### src/pcfg_pkg.sv
// How it works
// - Two 8-bit read/write configuration registers at their indices, both reset to 00.
// - Low-bit register takes 8- or 16-bit accesses; high-bit register is 8-bit only.
// - Pin n setting is high-register bit n over low-register bit n.
// - Direction bit 0 selects the output-drive meaning, 1 the input-termination meaning.
// - Output mode setting 00 keeps the driver in high impedance, the reset state.
// - Output setting 01 drives high for data 1, floats for data 0.
// - Output setting 10 drives low for data 0, floats for data 1.
// - Output setting 11 drives push-pull with the data bit.
// - Input setting 00 or 11 gives a plain high-impedance input, no pull.
// - Input setting 01 turns on the pull-down.
// - Input setting 10 turns on the pull-up.
// - Reset clears all direction bits, so pins start as high-impedance outputs.
// - Output mode data reads return the data register bit; input mode data reads return sampled pins.
package pcfg_pkg;

  // ****************************************
  // Register map (index, byte address is four times it)
  // ****************************************
  localparam logic [15:0] PCFG_IDX_DATA   = 16'hF268;
  localparam logic [15:0] PCFG_IDX_DIR    = 16'hF269;
  localparam logic [15:0] PCFG_IDX_CFG_LO = 16'hF26A;
  localparam logic [15:0] PCFG_IDX_CFG_HI = 16'hF26B;

  localparam int          PCFG_AW         = 20;
  localparam int          PCFG_PINS       = 8;

  // ****************************************
  // Reset values
  // ****************************************
  localparam logic [7:0]  PCFG_RST_DATA   = 8'h00;
  localparam logic [7:0]  PCFG_RST_DIR    = 8'h00;
  localparam logic [7:0]  PCFG_RST_CFG    = 8'h00;

  // ****************************************
  // Field positions and encodings
  // ****************************************
  localparam int          PCFG_LANE0_LSB  = 0;
  localparam int          PCFG_LANE1_LSB  = 8;
  localparam logic        PCFG_DIR_OUT    = 1'b0;
  localparam logic [1:0]  PCFG_SET_HIZ    = 2'h0;
  localparam logic [1:0]  PCFG_SET_PCH    = 2'h1;
  localparam logic [1:0]  PCFG_SET_NCH    = 2'h2;
  localparam logic [1:0]  PCFG_SET_CMOS   = 2'h3;

  typedef enum logic [2:0] {
    PCFG_IDLE   = 3'h1,
    PCFG_SETUP  = 3'h2,
    PCFG_ACCESS = 3'h4
  } pcfg_phase_e;

  typedef struct packed {
    logic out;
    logic oe_n;
    logic pull_up;
    logic pull_down;
  } pcfg_pad_s;

  function automatic logic [PCFG_AW-1:0] pcfg_byte_addr(input logic [15:0] idx);
    pcfg_byte_addr = {2'b00, idx, 2'b00};
  endfunction

  // Decode one pin: direction, 2-bit setting, data bit
  function automatic pcfg_pad_s pcfg_pad(input logic dir, input logic [1:0] set, input logic dat);
    pcfg_pad_s p;
    p = '{out: 1'b0, oe_n: 1'b1, pull_up: 1'b0, pull_down: 1'b0};
    if (dir == PCFG_DIR_OUT) begin
      case (set)
        PCFG_SET_PCH: begin
          p.out  = 1'b1;
          p.oe_n = ~dat;
        end
        PCFG_SET_NCH: begin
          p.out  = 1'b0;
          p.oe_n = dat;
        end
        PCFG_SET_CMOS: begin
          p.out  = dat;
          p.oe_n = 1'b0;
        end
        default: p.oe_n = 1'b1;
      endcase
    end else begin
      p.pull_down = (set == PCFG_SET_PCH);
      p.pull_up   = (set == PCFG_SET_NCH);
      // settings 00 and 11 leave no pull
    end
    return p;
  endfunction

endpackage

### src/pcfg_apb_dec.sv
`timescale 1ns/1ps
module pcfg_apb_dec
  import pcfg_pkg::*;
(
  // Request
  input  wire logic [PCFG_AW-1:0] paddr,
  // Decoded selects
  output logic                    hit_data,
  output logic                    hit_dir,
  output logic                    hit_lo,
  output logic                    hit_hi,
  output logic                    miss
);

  // ****************************************
  // Address decode
  // ****************************************
  always_comb begin
    hit_data = (paddr == pcfg_byte_addr(PCFG_IDX_DATA));
    hit_dir  = (paddr == pcfg_byte_addr(PCFG_IDX_DIR));
    hit_lo   = (paddr == pcfg_byte_addr(PCFG_IDX_CFG_LO));
    hit_hi   = (paddr == pcfg_byte_addr(PCFG_IDX_CFG_HI));
    miss     = ~(hit_data | hit_dir | hit_lo | hit_hi);
  end

endmodule

### src/pcfg_pad_ctl.sv
`timescale 1ns/1ps
module pcfg_pad_ctl
  import pcfg_pkg::*;
(
  // Register state
  input  wire logic [7:0] data,
  input  wire logic [7:0] dir,
  input  wire logic [7:0] cfg_lo,
  input  wire logic [7:0] cfg_hi,
  // Pad controls
  output logic      [7:0] pad_out,
  output logic      [7:0] pad_oe_n,
  output logic      [7:0] pad_pu,
  output logic      [7:0] pad_pd
);

  // ****************************************
  // Per-pin decode
  // ****************************************
  always_comb begin
    pcfg_pad_s p;
    p = '0;
    for (int n = 0; n < PCFG_PINS; n++) begin
      // setting = high bit over low bit
      p           = pcfg_pad(dir[n], {cfg_hi[n], cfg_lo[n]}, data[n]);
      pad_out[n]  = p.out;
      pad_oe_n[n] = p.oe_n;
      pad_pu[n]   = p.pull_up;
      pad_pd[n]   = p.pull_down;
    end
  end

endmodule

### src/pcfg_port.sv
`timescale 1ns/1ps
module pcfg_port
  import pcfg_pkg::*;
(
  // Clock and reset
  input  wire logic               pclk,
  input  wire logic               presetn,
  // APB slave
  input  wire logic               psel,
  input  wire logic               penable,
  input  wire logic               pwrite,
  input  wire logic [PCFG_AW-1:0] paddr,
  input  wire logic [31:0]        pwdata,
  input  wire logic [3:0]         pstrb,
  output logic      [31:0]        prdata,
  output logic                    pready,
  output logic                    pslverr,
  // Port pins
  input  wire logic [7:0]         pin_in,
  output logic      [7:0]         pin_out,
  output logic      [7:0]         pin_oe_n,
  output logic      [7:0]         pin_pull_up,
  output logic      [7:0]         pin_pull_down
);

  // ****************************************
  // State
  // ****************************************
  typedef struct packed {
    pcfg_phase_e phase;
    logic [7:0]  pin_data_reg;
    logic [7:0]  pin_direction_reg;
    logic [7:0]  pin_cfg_low_bits;
    logic [7:0]  pin_cfg_high_bits;
    logic [7:0]  pin_smp;
    logic [31:0] rdata;
    logic        err;
    logic [7:0]  out;
    logic [7:0]  oe_n;
    logic [7:0]  pu;
    logic [7:0]  pd;
  } pcfg_state_s;

  // Reset image: data 0, all outputs, all settings high impedance
  localparam pcfg_state_s PCFG_STATE_RST = '{
    phase:             PCFG_IDLE,
    pin_data_reg:      PCFG_RST_DATA,
    pin_direction_reg: PCFG_RST_DIR,
    pin_cfg_low_bits:  PCFG_RST_CFG,
    pin_cfg_high_bits: PCFG_RST_CFG,
    pin_smp:           8'h00,
    rdata:             32'h0000_0000,
    err:               1'b0,
    out:               8'h00,
    oe_n:              8'hFF,
    pu:                8'h00,
    pd:                8'h00
  };

  pcfg_state_s st;
  pcfg_state_s next_st;

  // ****************************************
  // Decode and pad control
  // ****************************************
  logic       hit_data;
  logic       hit_dir;
  logic       hit_lo;
  logic       hit_hi;
  logic       miss;
  logic [7:0] pad_out;
  logic [7:0] pad_oe_n;
  logic [7:0] pad_pu;
  logic [7:0] pad_pd;
  logic [7:0] rd_port;
  logic       setup_ph;
  logic       wr_take;
  logic       acc_ph;
  logic       wr_lane0;
  logic       wr_lane1;
  logic [7:0] next_data;
  logic [7:0] next_dir;
  logic [7:0] next_lo;
  logic [7:0] next_hi;

  logic [31:0] rd_view;

  pcfg_apb_dec u_dec (
    .paddr    (paddr),
    .hit_data (hit_data),
    .hit_dir  (hit_dir),
    .hit_lo   (hit_lo),
    .hit_hi   (hit_hi),
    .miss     (miss)
  );

  // Pads follow the next register values so a write reaches the pins at the same edge at which it is taken
  // Fed from plain nets, not from next_st, so the pad decode never loops back into the state process
  pcfg_pad_ctl u_pad (
    .data     (next_data),
    .dir      (next_dir),
    .cfg_lo   (next_lo),
    .cfg_hi   (next_hi),
    .pad_out  (pad_out),
    .pad_oe_n (pad_oe_n),
    .pad_pu   (pad_pu),
    .pad_pd   (pad_pd)
  );

  // ****************************************
  // Bus phases
  // ****************************************
  assign setup_ph = psel & ~penable;
  assign acc_ph   = psel & penable;
  // Write lands only at the completing edge of the access phase
  assign wr_take  = acc_ph & pready & pwrite & ~st.err;

  // ****************************************
  // Register helpers
  // ****************************************
  // Keep a byte register or load it from a write lane
  function automatic logic [7:0] pick_byte(
    input logic [7:0] cur,
    input logic       wen,
    input logic [7:0] val
  );
    pick_byte = wen ? val : cur;
  endfunction

  // Input bits show the sampled pin, output bits the register
  function automatic logic [7:0] port_view(
    input logic [7:0] dat,
    input logic [7:0] dir,
    input logic [7:0] smp
  );
    port_view = (dat & ~dir) | (smp & dir);
  endfunction

  // Read image of one register; anything not selected reads as zero
  function automatic logic [31:0] read_view(
    input logic [3:0] sel,
    input logic [7:0] port_v,
    input logic [7:0] dir_v,
    input logic [7:0] lo_v,
    input logic [7:0] hi_v
  );
    logic [31:0] w;
    w = 32'h0000_0000;
    case (sel)
      // Data register: sampled pins for inputs
      4'h1: begin
        w[7:0] = port_v;
      end
      4'h2: begin
        w[7:0] = dir_v;
      end
      // word view at the low-bit register
      4'h4: begin
        w[15:0] = {hi_v, lo_v};
      end
      4'h8: begin
        w[7:0] = hi_v;
      end
      default: begin
        w = 32'h0000_0000;
      end
    endcase
    return w;
  endfunction

  // input bits read the pin, output bits read the register
  assign rd_port   = port_view(st.pin_data_reg, st.pin_direction_reg, st.pin_smp);
  // Selects are one-hot, so the case in read_view never sees two hits
  assign rd_view   = read_view({hit_hi, hit_lo, hit_dir, hit_data}, rd_port, st.pin_direction_reg,
                               st.pin_cfg_low_bits, st.pin_cfg_high_bits);

  // ****************************************
  // Next register values
  // ****************************************
  // Lane 0 reaches every byte register; lane 1 only the upper half of the word view
  assign wr_lane0  = wr_take & pstrb[0];
  // upper lane of a word write
  assign wr_lane1  = wr_take & pstrb[1] & hit_lo;
  assign next_data = pick_byte(st.pin_data_reg, wr_lane0 & hit_data, pwdata[PCFG_LANE0_LSB +: 8]);
  assign next_dir  = pick_byte(st.pin_direction_reg, wr_lane0 & hit_dir, pwdata[PCFG_LANE0_LSB +: 8]);
  assign next_lo   = pick_byte(st.pin_cfg_low_bits, wr_lane0 & hit_lo, pwdata[PCFG_LANE0_LSB +: 8]);
  // high-bit register takes lane 0 only; a word write at the low-bit address fills it from lane 1
  assign next_hi   = wr_lane1 ? pwdata[PCFG_LANE1_LSB +: 8] :
                     pick_byte(st.pin_cfg_high_bits, wr_lane0 & hit_hi, pwdata[PCFG_LANE0_LSB +: 8]);

  always_comb begin
    next_st = st;

    // ****************************************
    // Phase tracking
    // ****************************************
    case (st.phase)
      PCFG_IDLE: begin
        if (setup_ph) begin
          next_st.phase = PCFG_SETUP;
        end
      end
      PCFG_SETUP: begin
        // One wait state: the answer comes in the second cycle of the access phase
        // A dropped select abandons the transfer rather than answer a bus that moved on
        if (acc_ph) begin
          next_st.phase = PCFG_ACCESS;
        end else begin
          next_st.phase = PCFG_IDLE;
        end
      end
      PCFG_ACCESS: begin
        // Back-to-back setup is allowed right after completion
        if (setup_ph) begin
          next_st.phase = PCFG_SETUP;
        end else begin
          next_st.phase = PCFG_IDLE;
        end
      end
      default: begin
        next_st.phase = PCFG_IDLE;
      end
    endcase

    // ****************************************
    // Pin sampling
    // ****************************************
    // Pins are synchronous to pclk; one flop keeps reads stable across the access
    next_st.pin_smp = pin_in;

    // ****************************************
    // Read data and error, captured at setup
    // ****************************************
    if (setup_ph) begin
      next_st.err = miss;
      // A write returns zero, so no stale word stands in its access phase
      if (pwrite) begin
        next_st.rdata = 32'h0000_0000;
      end else begin
        next_st.rdata = rd_view;
      end
    end

    // ****************************************
    // Register writes
    // ****************************************
    next_st.pin_data_reg      = next_data;
    next_st.pin_direction_reg = next_dir;
    next_st.pin_cfg_low_bits  = next_lo;
    next_st.pin_cfg_high_bits = next_hi;

    // ****************************************
    // Pad outputs
    // ****************************************
    // output level from data register
    next_st.out  = pad_out;
    next_st.oe_n = pad_oe_n;
    next_st.pu   = pad_pu;
    next_st.pd   = pad_pd;
  end

  // ****************************************
  // State register
  // ****************************************
  // reset clears direction and settings
  always_ff @(posedge pclk or negedge presetn) begin
    if (!presetn) begin
      st <= PCFG_STATE_RST;
    end else begin
      st <= next_st;
    end
  end

  // ****************************************
  // Outputs
  // ****************************************
  assign pready        = (st.phase == PCFG_ACCESS);
  assign prdata        = st.rdata;
  // Error shows only with the answer, never in the wait cycle
  assign pslverr       = pready & st.err;
  assign pin_out       = st.out;
  assign pin_oe_n      = st.oe_n;
  assign pin_pull_up   = st.pu;
  assign pin_pull_down = st.pd;

endmodule

### config.mk
export PLATFORM = sky130hd
export DESIGN_NAME = pcfg_port
export DESIGN_NICKNAME = d
export VERILOG_FILES = /design/src/pcfg_pkg.sv /design/src/pcfg_apb_dec.sv /design/src/pcfg_pad_ctl.sv /design/src/pcfg_port.sv
export SDC_FILE = /design/constraint.sdc
export NUM_CORES = 1
export LEC_CHECK = 0
export ABC_AREA = 1
export BUFFER_PORTS_ARGS = -buffer_cell sky130_fd_sc_hd__buf_4
export CORE_MARGIN = 8
export CORE_UTILIZATION = 49
export CTS_BUF_LIST = sky130_fd_sc_hd__clkbuf_8
export CTS_CLUSTER_SIZE = 30
export DETAILED_ROUTE_END_ITERATION = 10
export GPL_ROUTABILITY_DRIVEN = 0
export PLACE_DENSITY = 0.79
export SETUP_SLACK_MARGIN = 0.02
export SLEW_MARGIN = 20
export SYNTH_ARGS = -nofsm -noshare
export SYNTH_HDL_FRONTEND = slang
export SYNTH_SLANG_ARGS = --single-unit
### constraint.sdc
create_clock -name pclk -period 1.7 [get_ports pclk]
set_input_delay 0.17 -clock pclk [delete_from_list [all_inputs] [get_ports pclk]]
set_output_delay 0.17 -clock pclk [all_outputs]
set_load 0.05 [all_outputs]
==> flow_summary.toml <==
[worst_setup_path]
worstSetupStartpointType = "flip-flop"
crit_arrival_ns = 1.64
crit_fanout = 2
reg2reg_depth = 10
rrSetupSlack_ns = -0.11
crit_required_ns = 1.53
critPathCaptureType = "output port"
r2r-start = "st[105]"
timing.rr.end = "pin_pull_down[6]"
crit_type = "reg -> out"

[timing]
rsz0062_at_grt = "true"
finalWorstSetupSlack_ns = -0.110
finClkSkew_ns = 0.00928
slew_viol_final = 0
fin_crit_ns = 1.81
post-route-period-util = 1.06
whs_ns = 0.0545
fmax_mhz = 552
hold_viol_final = 0
setup_viol = 39

[drt]
firstDrtPassIters = 5
viasPerCell = 5.09
drt_iter0_markers = 347
drt_wl_total_microns = 13000
avgRoutedWirePerCell_microns = 16.3
num_vias = 4064
drtAntennaViolNets = 0
drc_errors = 0

[synthesis]
synth.distinct_cells = 34
syn-cell-area_sq_um = 4820
ys_seq_elements = 92
ys_warn_count = 0
synthCells = 547
avgSynthCellArea_sq_um = 8.82
ys_seq_area_frac = 0.480

[power]
power_density_nw_per_um2 = 608
irDropWorstVdd_mv = 0.387
p_leak_nw = 3.40
p_sw_mw = 1.03
p_int_mw = 2.89
pwr-share-seq = 0.564
p_clk_frac = 0.349
p_sw_frac = 0.262
combPwrFrac = 0.087

[clock_tree]
htreeDepth = 3
clk_pin_slew_ns = 0.09
clk_path_buf_depth = 2
root_buffer = "clkbuf_8"
cts_tree = "yes"
insertion_delay_ns = 0.37
numCtsBuffers = 9
clock-sinks = 92

[grt]
track_usage = 0.189
grt_start_max_net_pins = 93
antenna_found_initial = 0
grt_pass1_wl_microns = 19500
grt_pass1_vias = 4110
overflow = 0

[placement]
place_inst = 764
hpwl_microns = 8680
io_buffers = 100
pre_cts_ws_ns = -0.138

[cells_and_area]
layout.nets = 729
multi_input_area_sq_um = 2170
drive_above_1_share = 0.460
regArea_sq_um = 2310
fill_cells = 720
utilization = 0.665
n_antenna_cell = 0
syn_to_final_growth_pct = 33.5
fin_cells = 798

[run_status]
outcome = "finished with violations"
violations = "setup timing"

[hold_path]
holdPathStages = 3
holdCritStartpoint = "pwdata[0]"
hp-class = "in -> reg"
min_to = "st[97]"

[job]
max_cap_viol_count = 0

[floorplanning]
die_h_microns = 115
die_area_sq_um = 13300
core_sq_um = 9680
ios = 135
die_x_microns = 115
start_util = 0.498
rows = 36
-- cell type report --
| cell class | count | area share |
|---|---|---|
| multi-input combinational | 315 | 0.337 |
| sequential | 92 | 0.359 |
| clock inverter | 6 | 0.00602 |
| inverter | 84 | 0.0493 |
| timing repair buffer | 158 | 0.201 |
| clock buffer | 10 | 0.0214 |
| tap | 133 | 0.0258 |
-- sequential cells by signal, summed over array words and instances (netlist names) --
signal,count
st,44
prdata,16
pin_oe_n,8
pin_out,8
pin_pull_down,8
pin_pull_up,8
-- power by group through the flow --
| stage | Clock [mW] | Sequential [mW] | Combinational, mW |
|---|---|---|---|
| after floorplan | 0 | 2.25 | 0.164 |
| after CTS | 1.38 | 2.21 | 0.335 |
| final | 1.37 | 2.21 | 0.341 |
| after detailed placement | 0 | 2.25 | 0.312 |
| after global routing | 1.49 | 2.21 | 0.368 |
| after global placement | 0 | 2.25 | 0.306 |
-- layout by cell type, fill, tap and decap left out, drive strengths merged --
master,netlist,routed
nand4,26,26
a21oi,1,1
inv,81,85
dfstp,9,9
nand3b,1,1
buf,71,149
nand2,141,141
nand3,42,43
nor3,11,11
nor2,28,28
conb,1,16
clkinv,3,5
nor4,1,1
dfrtp,83,83
a32o,8,8
clkbuf,1,10
dlygate4sd3,0,9
and2,1,1
mux2,1,1
o21ai,37,37
-- Yosys cell counts, drive strengths merged --
master	instances	share of area
nand2	141	0.12
dfrtp	83	0.43
inv	81	0.063
buf	71	0.11
nand3	42	0.051
o21ai	37	0.050
nor2	28	0.036
nand4	26	0.040
nor3	11	0.021
dfstp	9	0.049
a32o	8	0.017
clkinv	3	0.0023
a21oi	1	0.0010
and2	1	0.0013
clkbuf	1	0.00078
conb	1	0.00078
mux2	1	0.0023
nand3b	1	0.0016
nor4	1	0.0026
-- critical path: stages, from the launching register on --
cell and delay (ns):
dfrtp_1 0.37, inv_2 0.05, buf_4 0.12, buf_4 0.12, buf_4 0.12, buf_4 0.12
nor3_2 0.19, buf_6 0.18
-- through the flow --
stage                     area [sq um]  total power, mW  setup TNS, ns
final                             6440             3.92          -2.01
after global routing              6440             4.07          -5.54
after CTS                         6180             3.92          -1.06
after detailed placement          5630             2.56          -1.93
after global placement            5630             2.56         -0.603
after floorplan                   4930             2.41          -2.59
-- worst max-delay path by stage --
stage | from | endpoint | slack (ns)
after floorplan | st[105] | pin_oe_n[6] | -0.14
after global routing | st[32] | pslverr | -0.19
after global placement | st[32] | pin_pull_down[6] | -0.06
final | st[32] | pslverr | -0.11
after CTS | st[32] | pin_out[0] | -0.07
after detailed placement | st[32] | pin_oe_n[7] | -0.14
-- what timing repair did --
| action | CTS | global route |
|---|---|---|
| pin swaps | 16 | 41 |
| resized for setup | 60 | 56 |
| endpoints found under the hold margin | 91 | 0 |
| buffers inserted | 4 | 4 |
| hold buffers | 9 | 0 |
| endpoints found under the setup margin | 38 | 62 |
| cloned | 1 | 0 |
-- cells by family (layout without fill, tap and decap cells) --
logic type             after synthesis  in the layout  synth area share
buffers and inverters              156            258             0.180
multiplexers                         1              1           0.00233
other                                1             16          0.000777
AO/OA/AOI/OAI                       46             46            0.0677
AND/OR/NAND/NOR                    251            252             0.269
flip-flops                          92             92             0.480
-- routing by layer --
metal  part of all wire  global-route usage  vias to the layer above
li1                   -                   -                     1894
met2               0.50               0.312                      199
met4              0.029               0.101                        0
met3              0.074              0.0436                       32
met5                  0                   0                        -
met1               0.39               0.224                     1939
Power figures use the tool's default switching activity.
